$ cat src/rsw_pkg.sv
// constants shared by the reset supervisor and watchdog configuration block
package rsw_pkg;

  // ****************************************
  // register map (byte addresses)
  // ****************************************
  localparam logic [31:0] RSW_CTRL_ADR = 32'h0000_0000; // control word
  localparam logic [31:0] RSW_STAT_ADR = 32'h0000_0004; // sticky events
  localparam logic [31:0] RSW_MASK_ADR = 32'h0000_0008; // event mask
  localparam logic [31:0] RSW_SUP_WORD_ADR = 32'h0000_000c; // supervisor_setup_word
  localparam logic [31:0] RSW_WDOG_WORD_IDX = 32'h0000_8009; // watchdog_setup_word index
  localparam logic [31:0] RSW_WDOG_WORD_ADR = RSW_WDOG_WORD_IDX << 2; // its byte address

  // ****************************************
  // supervisor_setup_word fields
  // ****************************************
  localparam int RSW_SUP_BROWNOUT_LEVEL_SELECT_BIT = 9; // brownout_level_select
  localparam int RSW_SUP_BROWNOUT_ENABLE_MODE_LSB = 6; // brownout_enable_mode
  localparam int RSW_SUP_LPBOR_BIT = 5; // lowpower_brownout_enable_n
  localparam int RSW_SUP_POWERUP_DELAY_SELECT_LSB = 1; // powerup_delay_select
  localparam int RSW_SUP_RESET_PIN_ENABLE_BIT = 0; // reset_pin_enable

  // ****************************************
  // watchdog_setup_word fields
  // ****************************************
  localparam int RSW_WD_CCS_LSB = 11; // wdog_clock_select
  localparam int RSW_WD_CWS_LSB = 8; // wdog_window_select
  localparam int RSW_WD_WDOG_OPERATING_MODE_LSB = 5; // wdog_operating_mode
  localparam int RSW_WD_CPS_LSB = 0; // wdog_period_select

  // ****************************************
  // control and status layout, reset values
  // ****************************************
  localparam int RSW_CTRL_SOFT_BROWNOUT_ENABLE_BIT = 0; // soft_brownout_enable
  localparam int RSW_CTRL_SEN_BIT = 1; // wdog_soft_enable
  localparam int RSW_CTRL_CLR_BIT = 2; // watchdog clear strobe
  localparam int RSW_CTRL_CSEL_LSB = 4; // runtime clock select, 2 bits
  localparam int RSW_CTRL_WIN_LSB = 8; // runtime window, 3 bits
  localparam int RSW_CTRL_PS_LSB = 16; // wdog_runtime_period, 5 bits
  localparam logic [4:0] RSW_CTRL_PS_RST = 5'h0b; // 1:65536 at power-on
  localparam logic [2:0] RSW_CTRL_WIN_RST = 3'h7; // fully open
  localparam logic [1:0] RSW_CTRL_CSEL_RST = 2'h0; // low-frequency osc
  localparam int RSW_STAT_EXPIRE_BIT = 0; // timeout event
  localparam int RSW_STAT_WINVIOL_BIT = 1; // early clear event

  // ****************************************
  // field codes
  // ****************************************
  localparam logic [1:0] RSW_MODE_ALWAYS = 2'h3; // on even in sleep
  localparam logic [1:0] RSW_MODE_AWAKE = 2'h2; // on while awake
  localparam logic [1:0] RSW_MODE_SOFT = 2'h1; // software bit decides
  localparam logic [1:0] RSW_POWERUP_DELAY_TIMER_OFF = 2'h3; // no power-up delay
  localparam logic [1:0] RSW_POWERUP_DELAY_TIMER_64 = 2'h2; // 64 ms
  localparam logic [1:0] RSW_POWERUP_DELAY_TIMER_16 = 2'h1; // 16 ms
  localparam logic [2:0] RSW_CCS_LF = 3'h0; // low_freq_internal_osc
  localparam logic [2:0] RSW_CCS_MF = 3'h1; // mid_freq_internal_osc
  localparam logic [2:0] RSW_CCS_SECONDARY_OSC = 3'h2; // secondary_osc
  localparam logic [2:0] RSW_CCS_SOFT = 3'h7; // runtime selection
  localparam logic [2:0] RSW_CWS_OPEN_MIN = 3'h6; // 110/111 open window
  localparam logic [2:0] RSW_CWS_CLOSED_TOP = 3'h7; // eighths = 7 - code
  localparam logic [4:0] RSW_CPS_MAX_FIXED = 5'h12; // 1:8388608
  localparam logic [4:0] RSW_CPS_SOFT = 5'h1f; // runtime period
  localparam logic [4:0] RSW_CPS_MIN = 5'h00; // 1:32
  localparam logic [4:0] RSW_EIGHTH_SHIFT = 5'h02; // period/8 = 2^(ps+2)

  // ****************************************
  // timing
  // ****************************************
  localparam int RSW_CLK_KHZ = 200000; // 200 MHz clock
  localparam int RSW_PU_64_MS = 64; // long delay
  localparam int RSW_PU_16_MS = 16; // medium delay
  localparam int RSW_PU_1_MS = 1; // short delay
  localparam int RSW_PU_64_CYC = RSW_PU_64_MS * RSW_CLK_KHZ; // cycles
  localparam int RSW_PU_16_CYC = RSW_PU_16_MS * RSW_CLK_KHZ; // cycles
  localparam int RSW_PU_1_CYC = RSW_PU_1_MS * RSW_CLK_KHZ; // cycles

  // power-up timer states
  typedef enum logic {RSW_PU_WAIT, RSW_PU_DONE} rsw_pu_state_t;

endpackage : rsw_pkg

$ cat src/rsw_top.sv
// reset supervisor and windowed watchdog driven by setup words
`timescale 1ns/1ps
`default_nettype none
module rsw_top
  import rsw_pkg::*;
#(
  parameter logic [23:0] PU_64_CYC = 24'(rsw_pkg::RSW_PU_64_CYC), // 64 ms count
  parameter logic [23:0] PU_16_CYC = 24'(rsw_pkg::RSW_PU_16_CYC), // 16 ms count
  parameter logic [23:0] PU_1_CYC = 24'(rsw_pkg::RSW_PU_1_CYC) // 1 ms count
)(
  input wire logic mclk_i, // 200 MHz clock
  input wire logic rst_n_i, // sync reset, low
  input wire logic wb_cyc_i, // bus cycle
  input wire logic wb_stb_i, // bus strobe
  input wire logic wb_we_i, // write
  input wire logic [31:0] wb_adr_i, // byte address
  input wire logic [3:0] wb_sel_i, // byte lanes
  input wire logic [31:0] wb_dat_i, // write data
  output logic [31:0] wb_dat_o, // read data
  output logic wb_ack_o, // acknowledge
  input wire logic [13:0] supervisor_word_i, // supervisor_setup_word
  input wire logic [13:0] watchdog_word_i, // watchdog_setup_word
  input wire logic low_voltage_program_enable_i, // lvp setting
  input wire logic sleep_i, // device asleep
  input wire logic low_freq_osc_tick_i, // lf osc tick
  input wire logic mid_freq_osc_tick_i, // mf osc tick
  input wire logic secondary_osc_tick_i, // secondary osc tick
  input wire logic external_reset_pin_n_i, // shared pin level
  output logic brownout_reset_en_o, // brownout armed
  output logic brownout_trip_voltage_low_o, // low threshold
  output logic lowpower_brownout_en_o, // low-power brownout on
  output logic powerup_delay_done_o, // power-up delay over
  output logic reset_pin_is_reset_o, // pin works as reset
  output logic ext_reset_req_o, // reset from pin
  output logic shared_port_pin_o, // pin as port data
  output logic wdog_reset_o, // watchdog reset pulse
  output logic irq_o // interrupt level
);

  // ****************************************
  // captured setup words
  // ****************************************
  logic [13:0] sup_ff; // supervisor word
  logic [13:0] wdw_ff; // watchdog word
  logic lvp_ff; // low-voltage programming

  // words are latched while reset is held, stable after it
  always_ff @(posedge mclk_i)
  begin
    if (!rst_n_i)
    begin
      sup_ff <= supervisor_word_i;
      wdw_ff <= watchdog_word_i;
      lvp_ff <= low_voltage_program_enable_i;
    end
  end

  logic [1:0] brownout_enable_mode; // brownout mode
  logic [1:0] powerup_delay_select; // delay code
  logic [2:0] wdog_clock_select; // clock code
  logic [2:0] wdog_window_select; // window code
  logic [1:0] wdog_operating_mode; // watchdog mode
  logic [4:0] wdog_period_select; // period code
  assign brownout_enable_mode = sup_ff[RSW_SUP_BROWNOUT_ENABLE_MODE_LSB +: 2];
  assign powerup_delay_select = sup_ff[RSW_SUP_POWERUP_DELAY_SELECT_LSB +: 2];
  assign wdog_clock_select = wdw_ff[RSW_WD_CCS_LSB +: 3];
  assign wdog_window_select = wdw_ff[RSW_WD_CWS_LSB +: 3];
  assign wdog_operating_mode = wdw_ff[RSW_WD_WDOG_OPERATING_MODE_LSB +: 2];
  assign wdog_period_select = wdw_ff[RSW_WD_CPS_LSB +: 5];

  // ****************************************
  // helper functions
  // ****************************************
  // byte-lane merge of write data onto old word
  function automatic logic [31:0] rsw_merge(input logic [31:0] old_w,
                                            input logic [31:0] new_w,
                                            input logic [3:0] sel);
    logic [31:0] res;
    res = old_w;
    for (int i = 0; i < 4; i++)
    begin
      if (sel[i])
      begin
        res[i*8 +: 8] = new_w[i*8 +: 8];
      end
    end
    return res;
  endfunction : rsw_merge

  // last count of a period of 2^(ps+5) ticks
  function automatic logic [22:0] rsw_last(input logic [4:0] ps);
    return 23'h7fffff >> (RSW_CPS_MAX_FIXED - ps);
  endfunction : rsw_last

  // count still inside the closed part of the window
  function automatic logic rsw_closed(input logic [22:0] cnt,
                                      input logic [4:0] ps,
                                      input logic [2:0] win);
    logic [2:0] eighths;
    logic [25:0] lim;
    eighths = (win >= RSW_CWS_OPEN_MIN) ? 3'h0 : 3'(RSW_CWS_CLOSED_TOP - win);
    lim = {23'h0, eighths} << (ps + RSW_EIGHTH_SHIFT);
    return {3'h0, cnt} < lim;
  endfunction : rsw_closed

  // ****************************************
  // wishbone slave
  // ****************************************
  logic ack_ff; // ack register
  logic [31:0] dat_ff; // read data register
  logic req; // new request
  logic wr; // write request
  logic [31:0] wdat; // merged write word
  logic [31:0] ctrl_rd; // control readback
  logic [31:0] rd_mux; // read selection
  logic soft_brownout_enable_ff; // soft_brownout_enable
  logic sen_ff; // wdog_soft_enable
  logic clr_ff; // clear strobe
  logic [1:0] csel_ff; // runtime clock select
  logic [2:0] win_ff; // runtime window
  logic [4:0] rt_ps_ff; // wdog_runtime_period
  logic [1:0] stat_ff; // sticky events
  logic [1:0] mask_ff; // event mask
  logic [1:0] events; // events this cycle
  logic irq_ff; // interrupt register

  assign req = wb_cyc_i & wb_stb_i & ~ack_ff;
  assign wr = req & wb_we_i;

  // control word image for reads and merging
  always_comb
  begin
    ctrl_rd = 32'h0;
    ctrl_rd[RSW_CTRL_SOFT_BROWNOUT_ENABLE_BIT] = soft_brownout_enable_ff;
    ctrl_rd[RSW_CTRL_SEN_BIT] = sen_ff;
    ctrl_rd[RSW_CTRL_CSEL_LSB +: 2] = csel_ff;
    ctrl_rd[RSW_CTRL_WIN_LSB +: 3] = win_ff;
    ctrl_rd[RSW_CTRL_PS_LSB +: 5] = rt_ps_ff;
  end

  // read multiplexer, unmapped reads as zero
  always_comb
  begin
    case (wb_adr_i)
      RSW_CTRL_ADR: rd_mux = ctrl_rd;
      RSW_STAT_ADR: rd_mux = {30'h0, stat_ff};
      RSW_MASK_ADR: rd_mux = {30'h0, mask_ff};
      RSW_SUP_WORD_ADR: rd_mux = {18'h0, sup_ff};
      RSW_WDOG_WORD_ADR: rd_mux = {18'h0, wdw_ff};
      default: rd_mux = 32'h0;
    endcase
  end

  assign wdat = rsw_merge(ctrl_rd, wb_dat_i, wb_sel_i);

  // ack one cycle after request, dropped the next
  always_ff @(posedge mclk_i)
  begin
    if (!rst_n_i)
    begin
      ack_ff <= 1'b0;
      dat_ff <= 32'h0;
    end
    else
    begin
      ack_ff <= req;
      dat_ff <= (req & ~wb_we_i) ? rd_mux : 32'h0;
    end
  end

  // control register writes
  always_ff @(posedge mclk_i)
  begin
    if (!rst_n_i)
    begin
      soft_brownout_enable_ff <= 1'b0;
      sen_ff <= 1'b0;
      csel_ff <= RSW_CTRL_CSEL_RST;
      win_ff <= RSW_CTRL_WIN_RST;
      rt_ps_ff <= RSW_CTRL_PS_RST;
      clr_ff <= 1'b0;
    end
    else
    begin
      clr_ff <= 1'b0; // strobe lasts one cycle
      if (wr && wb_adr_i == RSW_CTRL_ADR)
      begin
        soft_brownout_enable_ff <= wdat[RSW_CTRL_SOFT_BROWNOUT_ENABLE_BIT];
        sen_ff <= wdat[RSW_CTRL_SEN_BIT];
        clr_ff <= wb_sel_i[0] & wb_dat_i[RSW_CTRL_CLR_BIT];
        csel_ff <= wdat[RSW_CTRL_CSEL_LSB +: 2];
        // window changeable only with an open window code
        if (wdog_window_select >= RSW_CWS_OPEN_MIN)
        begin
          win_ff <= wdat[RSW_CTRL_WIN_LSB +: 3];
        end
        // period changeable only under the runtime period code
        if (wdog_period_select == RSW_CPS_SOFT)
        begin
          rt_ps_ff <= wdat[RSW_CTRL_PS_LSB +: 5];
        end
      end
    end
  end

  // sticky status, write one clears, new event wins
  always_ff @(posedge mclk_i)
  begin
    if (!rst_n_i)
    begin
      stat_ff <= 2'h0;
      mask_ff <= 2'h0;
      irq_ff <= 1'b0;
    end
    else
    begin
      if (wr && wb_adr_i == RSW_STAT_ADR && wb_sel_i[0])
      begin
        stat_ff <= (stat_ff & ~wb_dat_i[1:0]) | events;
      end
      else
      begin
        stat_ff <= stat_ff | events;
      end
      if (wr && wb_adr_i == RSW_MASK_ADR && wb_sel_i[0])
      begin
        mask_ff <= wb_dat_i[1:0];
      end
      irq_ff <= |(stat_ff & mask_ff);
    end
  end

  // ****************************************
  // supervisor decode
  // ****************************************
  logic bor_en_ff; // brownout armed
  logic level_ff; // low threshold chosen
  logic lpbor_ff; // low-power brownout
  logic pin_rst_ff; // pin is reset input
  logic ext_req_ff; // pin reset request
  logic port_ff; // pin port data

  // brownout enable, threshold and pin function
  always_ff @(posedge mclk_i)
  begin
    if (!rst_n_i)
    begin
      bor_en_ff <= 1'b0;
      level_ff <= 1'b0;
      lpbor_ff <= 1'b0;
      pin_rst_ff <= 1'b0;
      ext_req_ff <= 1'b0;
      port_ff <= 1'b0;
    end
    else
    begin
      case (brownout_enable_mode)
        RSW_MODE_ALWAYS: bor_en_ff <= 1'b1;
        RSW_MODE_AWAKE: bor_en_ff <= ~sleep_i;
        RSW_MODE_SOFT: bor_en_ff <= soft_brownout_enable_ff;
        default: bor_en_ff <= 1'b0;
      endcase
      level_ff <= sup_ff[RSW_SUP_BROWNOUT_LEVEL_SELECT_BIT];
      lpbor_ff <= ~sup_ff[RSW_SUP_LPBOR_BIT];
      pin_rst_ff <= lvp_ff | sup_ff[RSW_SUP_RESET_PIN_ENABLE_BIT];
      ext_req_ff <= (lvp_ff | sup_ff[RSW_SUP_RESET_PIN_ENABLE_BIT]) & ~external_reset_pin_n_i;
      port_ff <= ~(lvp_ff | sup_ff[RSW_SUP_RESET_PIN_ENABLE_BIT]) & external_reset_pin_n_i;
    end
  end

  // ****************************************
  // power-up delay timer
  // ****************************************
  rsw_pu_state_t pu_state_ff; // timer state
  logic [23:0] pu_cnt_ff; // elapsed cycles
  logic [23:0] pu_lim; // selected delay

  // delay length from the setup field
  always_comb
  begin
    case (powerup_delay_select)
      RSW_POWERUP_DELAY_TIMER_64: pu_lim = PU_64_CYC;
      RSW_POWERUP_DELAY_TIMER_16: pu_lim = PU_16_CYC;
      RSW_POWERUP_DELAY_TIMER_OFF: pu_lim = 24'h0;
      default: pu_lim = PU_1_CYC;
    endcase
  end

  // counts from reset release until the delay ends
  always_ff @(posedge mclk_i)
  begin
    if (!rst_n_i)
    begin
      pu_state_ff <= RSW_PU_WAIT;
      pu_cnt_ff <= 24'h0;
    end
    else
    begin
      case (pu_state_ff)
        RSW_PU_WAIT:
        begin
          pu_cnt_ff <= pu_cnt_ff + 24'h1;
          if (powerup_delay_select == RSW_POWERUP_DELAY_TIMER_OFF || pu_cnt_ff + 24'h1 >= pu_lim)
          begin
            pu_state_ff <= RSW_PU_DONE;
          end
        end
        RSW_PU_DONE: pu_state_ff <= RSW_PU_DONE;
        default: pu_state_ff <= RSW_PU_WAIT;
      endcase
    end
  end

  // ****************************************
  // watchdog
  // ****************************************
  logic [2:0] src; // effective clock code
  logic tick; // selected tick
  logic [4:0] ps_eff; // effective period code
  logic [2:0] win_eff; // effective window code
  logic run; // watchdog running
  logic [22:0] wd_cnt_ff; // tick counter
  logic expire; // period ran out
  logic winviol; // clear while closed
  logic wd_rst_ff; // reset pulse register

  // clock source, period, window and mode decode
  always_comb
  begin
    src = (wdog_clock_select == RSW_CCS_SOFT) ? {1'b0, csel_ff} : wdog_clock_select;
    case (src)
      RSW_CCS_LF: tick = low_freq_osc_tick_i;
      RSW_CCS_MF: tick = mid_freq_osc_tick_i;
      RSW_CCS_SECONDARY_OSC: tick = secondary_osc_tick_i;
      default: tick = 1'b0; // reserved codes count nothing
    endcase
    if (wdog_period_select <= RSW_CPS_MAX_FIXED)
    begin
      ps_eff = wdog_period_select;
    end
    else if (wdog_period_select == RSW_CPS_SOFT)
    begin
      ps_eff = (rt_ps_ff > RSW_CPS_MAX_FIXED) ? RSW_CPS_MAX_FIXED : rt_ps_ff;
    end
    else
    begin
      ps_eff = RSW_CPS_MIN;
    end
    win_eff = (wdog_window_select >= RSW_CWS_OPEN_MIN) ? win_ff : wdog_window_select;
    case (wdog_operating_mode)
      RSW_MODE_ALWAYS: run = 1'b1;
      RSW_MODE_AWAKE: run = ~sleep_i;
      RSW_MODE_SOFT: run = sen_ff;
      default: run = 1'b0;
    endcase
  end

  assign expire = run & tick & (wd_cnt_ff == rsw_last(ps_eff));
  assign winviol = run & clr_ff & rsw_closed(wd_cnt_ff, ps_eff, win_eff);
  assign events = {winviol, expire};

  // prescaled tick counter, restarts on clear or expiry
  always_ff @(posedge mclk_i)
  begin
    if (!rst_n_i)
    begin
      wd_cnt_ff <= 23'h0;
      wd_rst_ff <= 1'b0;
    end
    else
    begin
      wd_rst_ff <= expire | winviol;
      if (!run || clr_ff || expire)
      begin
        wd_cnt_ff <= 23'h0;
      end
      else if (tick)
      begin
        wd_cnt_ff <= wd_cnt_ff + 23'h1;
      end
    end
  end

  // ****************************************
  // outputs
  // ****************************************
  assign wb_dat_o = dat_ff;
  assign wb_ack_o = ack_ff;
  assign brownout_reset_en_o = bor_en_ff;
  assign brownout_trip_voltage_low_o = level_ff;
  assign lowpower_brownout_en_o = lpbor_ff;
  assign powerup_delay_done_o = (pu_state_ff == RSW_PU_DONE);
  assign reset_pin_is_reset_o = pin_rst_ff;
  assign ext_reset_req_o = ext_req_ff;
  assign shared_port_pin_o = port_ff;
  assign wdog_reset_o = wd_rst_ff;
  assign irq_o = irq_ff;

  // ****************************************
  // assertions
  // ****************************************
  // rst_n_i in the antecedent keeps the release edge out: outputs still hold reset values
  property p_bor_awake;
    @(posedge mclk_i) disable iff (!rst_n_i)
      (rst_n_i && brownout_enable_mode == RSW_MODE_AWAKE)
        |=> (brownout_reset_en_o == !$past(sleep_i));
  endproperty
  a_bor_awake: assert property (p_bor_awake) else $error("brownout awake mode wrong");

  property p_bor_soft;
    @(posedge mclk_i) disable iff (!rst_n_i)
      (brownout_enable_mode == RSW_MODE_SOFT) |=> (brownout_reset_en_o == $past(soft_brownout_enable_ff));
  endproperty
  a_bor_soft: assert property (p_bor_soft) else $error("brownout soft mode wrong");

  property p_level;
    @(posedge mclk_i) disable iff (!rst_n_i)
      rst_n_i |=> (brownout_trip_voltage_low_o == $past(sup_ff[RSW_SUP_BROWNOUT_LEVEL_SELECT_BIT]));
  endproperty
  a_level: assert property (p_level) else $error("trip level wrong");

  property p_lpbor;
    @(posedge mclk_i) disable iff (!rst_n_i)
      sup_ff[RSW_SUP_LPBOR_BIT] |=> !lowpower_brownout_en_o;
  endproperty
  a_lpbor: assert property (p_lpbor) else $error("low-power brownout on");

  property p_pin_lvp;
    @(posedge mclk_i) disable iff (!rst_n_i)
      (rst_n_i && lvp_ff && !external_reset_pin_n_i)
        |=> (reset_pin_is_reset_o && ext_reset_req_o);
  endproperty
  a_pin_lvp: assert property (p_pin_lvp) else $error("pin not reset under lvp");

  property p_wd_off;
    @(posedge mclk_i) disable iff (!rst_n_i)
      (wdog_operating_mode == 2'h0) |=> !wdog_reset_o;
  endproperty
  a_wd_off: assert property (p_wd_off) else $error("disabled watchdog reset");

  property p_ps_lock;
    @(posedge mclk_i) disable iff (!rst_n_i)
      (wdog_period_select != RSW_CPS_SOFT) |=> $stable(rt_ps_ff);
  endproperty
  a_ps_lock: assert property (p_ps_lock) else $error("fixed period changed");

  property p_winviol;
    @(posedge mclk_i) disable iff (!rst_n_i)
      (run && clr_ff && rsw_closed(wd_cnt_ff, ps_eff, win_eff))
        |=> (wdog_reset_o && stat_ff[RSW_STAT_WINVIOL_BIT] && wd_cnt_ff == 23'h0);
  endproperty
  a_winviol: assert property (p_winviol) else $error("early clear missed");

endmodule : rsw_top
`default_nettype wire

$ cat config.mk
export PLATFORM = sky130hd
export DESIGN_NAME = rsw_top
export DESIGN_NICKNAME = d
export VERILOG_FILES = /design/src/rsw_pkg.sv /design/src/rsw_top.sv
export SDC_FILE = /design/constraint.sdc
export NUM_CORES = 1
export LEC_CHECK = 0
export ABC_AREA = 0
export ABC_CLOCK_PERIOD_IN_PS = 5200
export BUFFER_PORTS_ARGS = -buffer_cell sky130_fd_sc_hd__buf_2
export CAP_MARGIN = 20
export CORE_MARGIN = 5
export CORE_UTILIZATION = 25
export CTS_BUF_LIST = sky130_fd_sc_hd__clkbuf_8 sky130_fd_sc_hd__clkbuf_16
export CTS_CLUSTER_DIAMETER = 50
export DETAILED_ROUTE_END_ITERATION = 16
export GPL_ROUTABILITY_DRIVEN = 0
export PLACE_DENSITY = 0.43
export SKIP_CTS_REPAIR_TIMING = 1
export SYNTH_ARGS = -nofsm -noshare
export SYNTH_HDL_FRONTEND = slang
export SYNTH_SLANG_ARGS = --single-unit
export TNS_END_PERCENT = 50
$ cat constraint.sdc
create_clock -name mclk_i -period 5.2 [get_ports mclk_i]
set_input_delay 1.04 -clock mclk_i [delete_from_list [all_inputs] [get_ports mclk_i]]
set_output_delay 1.04 -clock mclk_i [all_outputs]
set_load 0.02 [all_outputs]
======== Yosys cells after proc, flatten, opt, wreduce, memory -nomap -nowiden ========
Cells that the tools add are included.
storage, ports and cells
  latch bits .............................. 0
  flip-flop bits (word level) ............. 135
  bits in writable memories ............... 0
  output and inout port bits .............. 42
  memory bits (read-only) ................. 0
  memories kept ........................... 0
  logic and storage cells ................. 113
  input bits .............................. 107
cells by class
  shifts and indexed selects .............. 2
  multiply operators ...................... 0
  $lt $le $gt $ge ......................... 6
  add/sub/neg operators ................... 5
  bitwise operators ....................... 26
  reduce and logical (&&, ||, !) cells .... 18
  equal/unequal tests ..................... 18
  mux-type cells .......................... 14
  div/mod/pow operators ................... 0
operators by type and width
  cell                                                                     number
  21-bit one-hot mux with 5 select lines                                   1
  24-bit one-hot mux with 3 select lines                                   1
  32-bit by 4-bit equality test with 1-bit output, second input constant   2
  32-bit by 18-bit equality test with 1-bit output, second input constant  1
  32-bit by 3-bit equality test with 1-bit output, second input constant   1
  32-bit logical NOT                                                       1
  23-bit by 26-bit less-than comparator with 1-bit output                  1
  3-bit by 5-bit << shifter with 26-bit output                             1
  24-bit by 1-bit adder with 24-bit output, second input constant          1
  24-bit >= comparator                                                     1
  23-bit by 1-bit adder with 23-bit output, second input constant          1
  23-bit equality test                                                     1
  23-bit by 5-bit >> shifter with 23-bit output, first input constant      1
  5-bit 2-to-1 mux                                                         3
  2-bit equality test, second input constant                               6
  1-bit AND                                                                11
  3-bit 2-to-1 mux                                                         3
  1-bit one-hot mux with 3 select lines                                    3
  1-bit NOT                                                                8
  2-bit by 1-bit equality test with 1-bit output, second input constant    3
  3-bit >= comparator, second input constant                               2
  2-bit AND reduction                                                      3
  3-bit AND reduction                                                      2
  5-bit by 2-bit adder with 5-bit output, second input constant            1
  other kinds (20)                                                         30

======== Logic depth before layout (Yosys ltp) ========
  word-level depth ........................ 10
  depth in mapped cells ................... 21
  mapped depth without buffers ............ 19

======== Worst setup path after synthesis ========
OpenSTA, ideal clock, no wires.
  kind .................................... register -> register
  from .................................... reg wdw_ff[2]
  to ...................................... reg wd_cnt_ff[15]
  data required time ...................... 5.084 ns
  clock period less this slack ............ 4.043 ns
  buffers on the path ..................... 4
  setup time .............................. 0.116 ns
  arrival time ............................ 3.927 ns
  slack ................................... 1.157 ns
  cell stages (with the launch flop) ...... 19
  path through ............................ edfxtp_1 -> buf_6 -> nand3_1 -> a21oi_1 -> o21ai_0 -> clkbuf_1 -> inv_1 -> ha_1 -> ha_1 -> clkbuf_1 -> nand2_1 -> a211oi_1 -> a221oi_1 -> a311o_1 -> a2111o_1 -> a211oi_2 -> or4b_4 -> buf_6 -> and3_1
between the ends
  word-level cells in the longest chain between the ends .. 9
  elaborated cells between the ends (all ways) .. 10
  classes of those cells .................. 1 x add/sub; 1 x order compare; 2 x eq/ne; 1 x shift; 2 x mux; 1 x bitwise; 2 x reduce/logical
RTL lines
  what                                                                    line            text
  start: declaration                                                      rsw_top.sv:44   logic [13:0] wdw_ff;
  start signal: assignment                                                rsw_top.sv:53   wdw_ff <= watchdog_word_i;
  branches (longest 2 deep; another with 5-bit less-or-equal comparator)  -
  5-bit 2-to-1 mux (*)                                                    rsw_top.sv:337  if (wdog_period_select <= RSW_CPS_MAX_FIXED)
  5-bit subtractor (*)                                                    rsw_top.sv:92   return 23'h7fffff >> (RSW_CPS_MAX_FIXED - ps);
  23-bit by 5-bit >> shifter with 23-bit output (*)                       rsw_top.sv:92
  23-bit equality test (*)                                                rsw_top.sv:358  assign expire = run & tick & (wd_cnt_ff == rsw_last(ps_eff));
  1-bit AND (*)                                                           rsw_top.sv:358
  1-bit logical OR (*)                                                    rsw_top.sv:373  if (!run || clr_ff || expire)
  2-bit OR reduction (no source line) (*)                                 -
  end signal: assignment                                                  rsw_top.sv:379  wd_cnt_ff <= wd_cnt_ff + 23'h1;
  end: declaration                                                        rsw_top.sv:322  logic [22:0] wd_cnt_ff;
Mark *: on every way between the ends.
A chain may end at the register's enable or synchronous reset.

======== Final worst setup path ========
  from .................................... reg wdw_ff[4]
  to ...................................... reg wd_rst_ff (netlist: wdog_reset_o)
between the ends
  word-level cells in the longest chain between the ends .. 8
  elaborated cells between the ends (all ways) .. 13
  classes of those cells .................. 2 x add/sub; 2 x order compare; 2 x eq/ne; 2 x shift; 2 x mux; 3 x bitwise
RTL lines
  what                                                                                                           line                            text
  branches (longest 2 deep; another with 5-bit less-or-equal comparator)                                         -
  5-bit 2-to-1 mux (*)                                                                                           rsw_top.sv:337
  5-bit by 2-bit adder with 5-bit output or 5-bit subtractor (tied branches)                                     rsw_top.sv:102, rsw_top.sv:92
  3-bit by 5-bit << shifter with 26-bit output or 23-bit by 5-bit >> shifter with 23-bit output (tied branches)  rsw_top.sv:102, rsw_top.sv:92
  23-bit by 26-bit less-than comparator with 1-bit output or 23-bit equality test (tied branches)                rsw_top.sv:103, rsw_top.sv:358
  1-bit AND (on tied branches)                                                                                   rsw_top.sv:359, rsw_top.sv:358
  1-bit OR (*)                                                                                                   rsw_top.sv:372                  wd_rst_ff <= expire | winviol;
  end signal: assignment                                                                                         rsw_top.sv:372
  end: declaration                                                                                               rsw_top.sv:325                  logic wd_rst_ff;
Marked as above.

==> reports/qor.txt <==
Largest net degree at the start of global routing = 57
Cell types occupying the most area after synthesis = dfxtp_1 25%, edfxtp_1 12%, ha_1 8.2%
Static Leak = 0.00381 uW
Max frequency = 0.223 GHz
Cell mode on critical path = a21oi_1
Crit path launch type = flip-flop
Latest clock arrival within the worst-skew pair = 430 ps
Via density = 4.82
Die H = 183 um
Antenna violations before repair = 1
Routed len/inst = 16.6 um
WHS = 435 ps
Synth top area share = 24.8%
Core occupancy in the finished layout = 30.5%
Setup ws final = 718 ps
Sequential cell area fraction in the yosys report = 36.3%
Worst-Margin Slew = 1100 ps
Setup violators final = 0
Worst path cell trace = and4_4, and4_4, nor2_1, buf_4, inv_1, ha_1, xnor2_1, nand2_1, nor3_1, a21oi_1, ha_1, nand4_1, nor4_1, a211oi_1, nand2_1, a21oi_1, o21ai_0, nor2_1, o311ai_0, a21oi_1
Most frequent cells after synthesis = 95 x nor2_1, 93 x dfxtp_1, 68 x nand2_1
Setup WS pre-CTS = 729 ps
Pint = 1790 uW
Gate power share = 15.2%
Fin crit share = 86.2%
Final WL = 22700 um
Cell row count = 63
N_diodes = 0
Top Metal Used = met5
# nets final = 1122
Fin. Hold Viols = 0
Fin Setup TNS = 0 ps
CTS root buf = clkbuf_16
RSZ-0062 raised after global routing = false
Max VDD drop = 0.192 mV
Worst Skew = 15.0 ps
Initial core utilization = 25.4%
Post-synth EDFFs = 29
CTS Sinks = 122
P_sw = 802 uW
Post-synth top area cell = dfxtp_1
Min-delay worst type = flip-flop to flip-flop
Sw frac = 31.0%
CTS clock-pin slew for the worst setup and hold paths = 70 ps
GRT overflow = 0
CTS tree = built
Fraction of final layout cells with drive strength greater than 1 = 18.7%
WP data arrival = 4770 ps
ANT nets after route = 0
Slew margin rel. = 26.4%
Slowest-stage cell, CP = edfxtp_1
Initial drt markers = 393
DR WL met2 = 10100 um
Worst stage delay on the critical path = 550 ps
Crit path max fanout = 9
Count leader, synth = nor2_1
Die Footprint = 0.0337 mm^2
Initial DRT Pass Iterations = 7
Status = complete, no violations
Critical path type = flip-flop to flip-flop
Main flop type after synthesis = dfxtp_1
Sequential share of power = 39.5%
Clock Power Share = 45.3%
H-tree levels = 4
Horiz. Die Dim = 183 um
I/O Buffers = 115
Fin. max-slew vios = 0
Crit. End Element = flip-flop
Routed via count = 6601
Synth cell types = 73
Syn Std Cell Area = 0.00752 mm^2
Hpwl dp = 17000 um
I/O pin count = 149
Ys Warns = 0
Met1 WL = 11300 um
Max-cap viol count = 0
Cts bufs inserted = 17
Vias in the first global route = 6377
# DRC = 0
Global-route wire length before repair = 35900 um
Worst EP required = 5490 ps
FF+latch count, synth = 122
Power Density = 286 mW/mm^2
All-Layer GR Usage = 13.4%
Cells after Synth = 856
Minimum clock period = 4480 ps
Clock tree buffer depth = 2
Met3 routed WL = 940 um
Area grow syn2layout = 20.3%
Async set or reset register ratio after synthesis = 0%
Syn Area/Cell = 8.79 um^2
Core footprint = 0.0296 mm^2
-- final timing paths --
check / to / from / slack, ps / cells after the start
worst max register to register: wdog_reset_o / wdw_ff[4] / 720 / 20
worst max-delay path: wdog_reset_o / wdw_ff[4] / 720 / 20
worst min-delay path: lowpower_brownout_en_o / sup_ff[5] / 430 / 1
worst min register to register: lowpower_brownout_en_o / sup_ff[5] / 430 / 1
-- metal layers --
| layer | track usage, % | vias up |
|---|---|---|
| li1 | - | 3326 |
| met1 | 18.6 | 3091 |
| met2 | 20.8 | 157 |
| met3 | 2.53 | 25 |
| met4 | 4.68 | 2 |
| met5 | 0 | - |
-- per-stage QoR --
step / instance area (um^2) / power, uW / instances
detailed placement: 8480 / 1430 / 1337
finish: 9050 / 2590 / 1369
CTS: 9050 / 2620 / 1369
floorplan: 7570 / 1310 / 868
global placement: 8480 / 1430 / 1337
global route: 9050 / 2720 / 1369
-- state kept, by name, indices dropped and copies added (netlist names), 2 cells and up --
register,count
wd_cnt_ff,23
wb_dat_o,19
stat_ff,2
rt_ps_ff,5
sup_ff,14
pu_cnt_ff,24
mask_ff,2
csel_ff,2
win_ff,3
wdw_ff,14
-- critical path, delay by kind of cell (launching register included) --
kind | cells | cell delay (ps)
AO/OA/AOI/OAI | 6 | 930
buffers and inverters | 2 | 220
AND/OR/NAND/NOR | 9 | 1640
flip-flops | 1 | 550
adder cells (fa/ha/maj) | 2 | 520
XOR/XNOR | 1 | 470
-- cell usage in the layout (no fill, tap or decap), types with 10 or more instances in the layout --
| cell | count |
|---|---|
| and3_1 | 45 |
| conb_1 | 13 |
| nand2b_1 | 13 |
| buf_4 | 15 |
| nor3_1 | 22 |
| nand4_1 | 12 |
| dfxtp_1 | 93 |
| o21ai_0 | 19 |
| inv_1 | 23 |
| a21oi_1 | 33 |
| buf_2 | 115 |
| nand3_1 | 37 |
| nor4_1 | 13 |
| ha_1 | 49 |
| a22oi_1 | 10 |
| clkbuf_16 | 17 |
| nand2_1 | 68 |
| edfxtp_1 | 29 |
| nor2_1 | 95 |
| mux2i_1 | 19 |
| xor2_1 | 23 |
| a21o_1 | 13 |
| a211oi_1 | 14 |
| xnor2_1 | 45 |
-- cells by family (layout without fill, tap and decap cells) --
logic type               after synthesis  count (layout)  synth area share [%]
AO/OA/AOI/OAI                        159             159                  15.1
XOR/XNOR                              68              68                  7.92
adder cells (fa/ha/maj)               49              49                  8.15
buffers and inverters                 75             186                  4.87
flip-flops                           122             122                  36.3
multiplexers                          24              24                  3.33
other                                  1              13                0.0499
AND/OR/NAND/NOR                      358             358                  24.3
-- cell type report --
cell class                 instances  area (um^2)
multi-input combinational        671         4480
tap                              390          488
timing repair buffer             130          688
clock buffer                      17          425
sequential                       122         2730
inverter                          24         90.1
fill                            3186        20600
clock inverter                    15          144
-- power groups by stage --
| stage | sequential, uW | combinational, uW | clock, uW |
|---|---|---|---|
| 2_1_floorplan | 1040 | 272 | 0 |
| 3_3_place_gp | 1040 | 391 | 0 |
| 3_5_place_dp | 1040 | 388 | 0 |
| 4_1_cts | 1020 | 391 | 1210 |
| 5_1_grt | 1030 | 435 | 1260 |
| 6_report | 1020 | 392 | 1170 |
(Power assumes the default switching activity.)
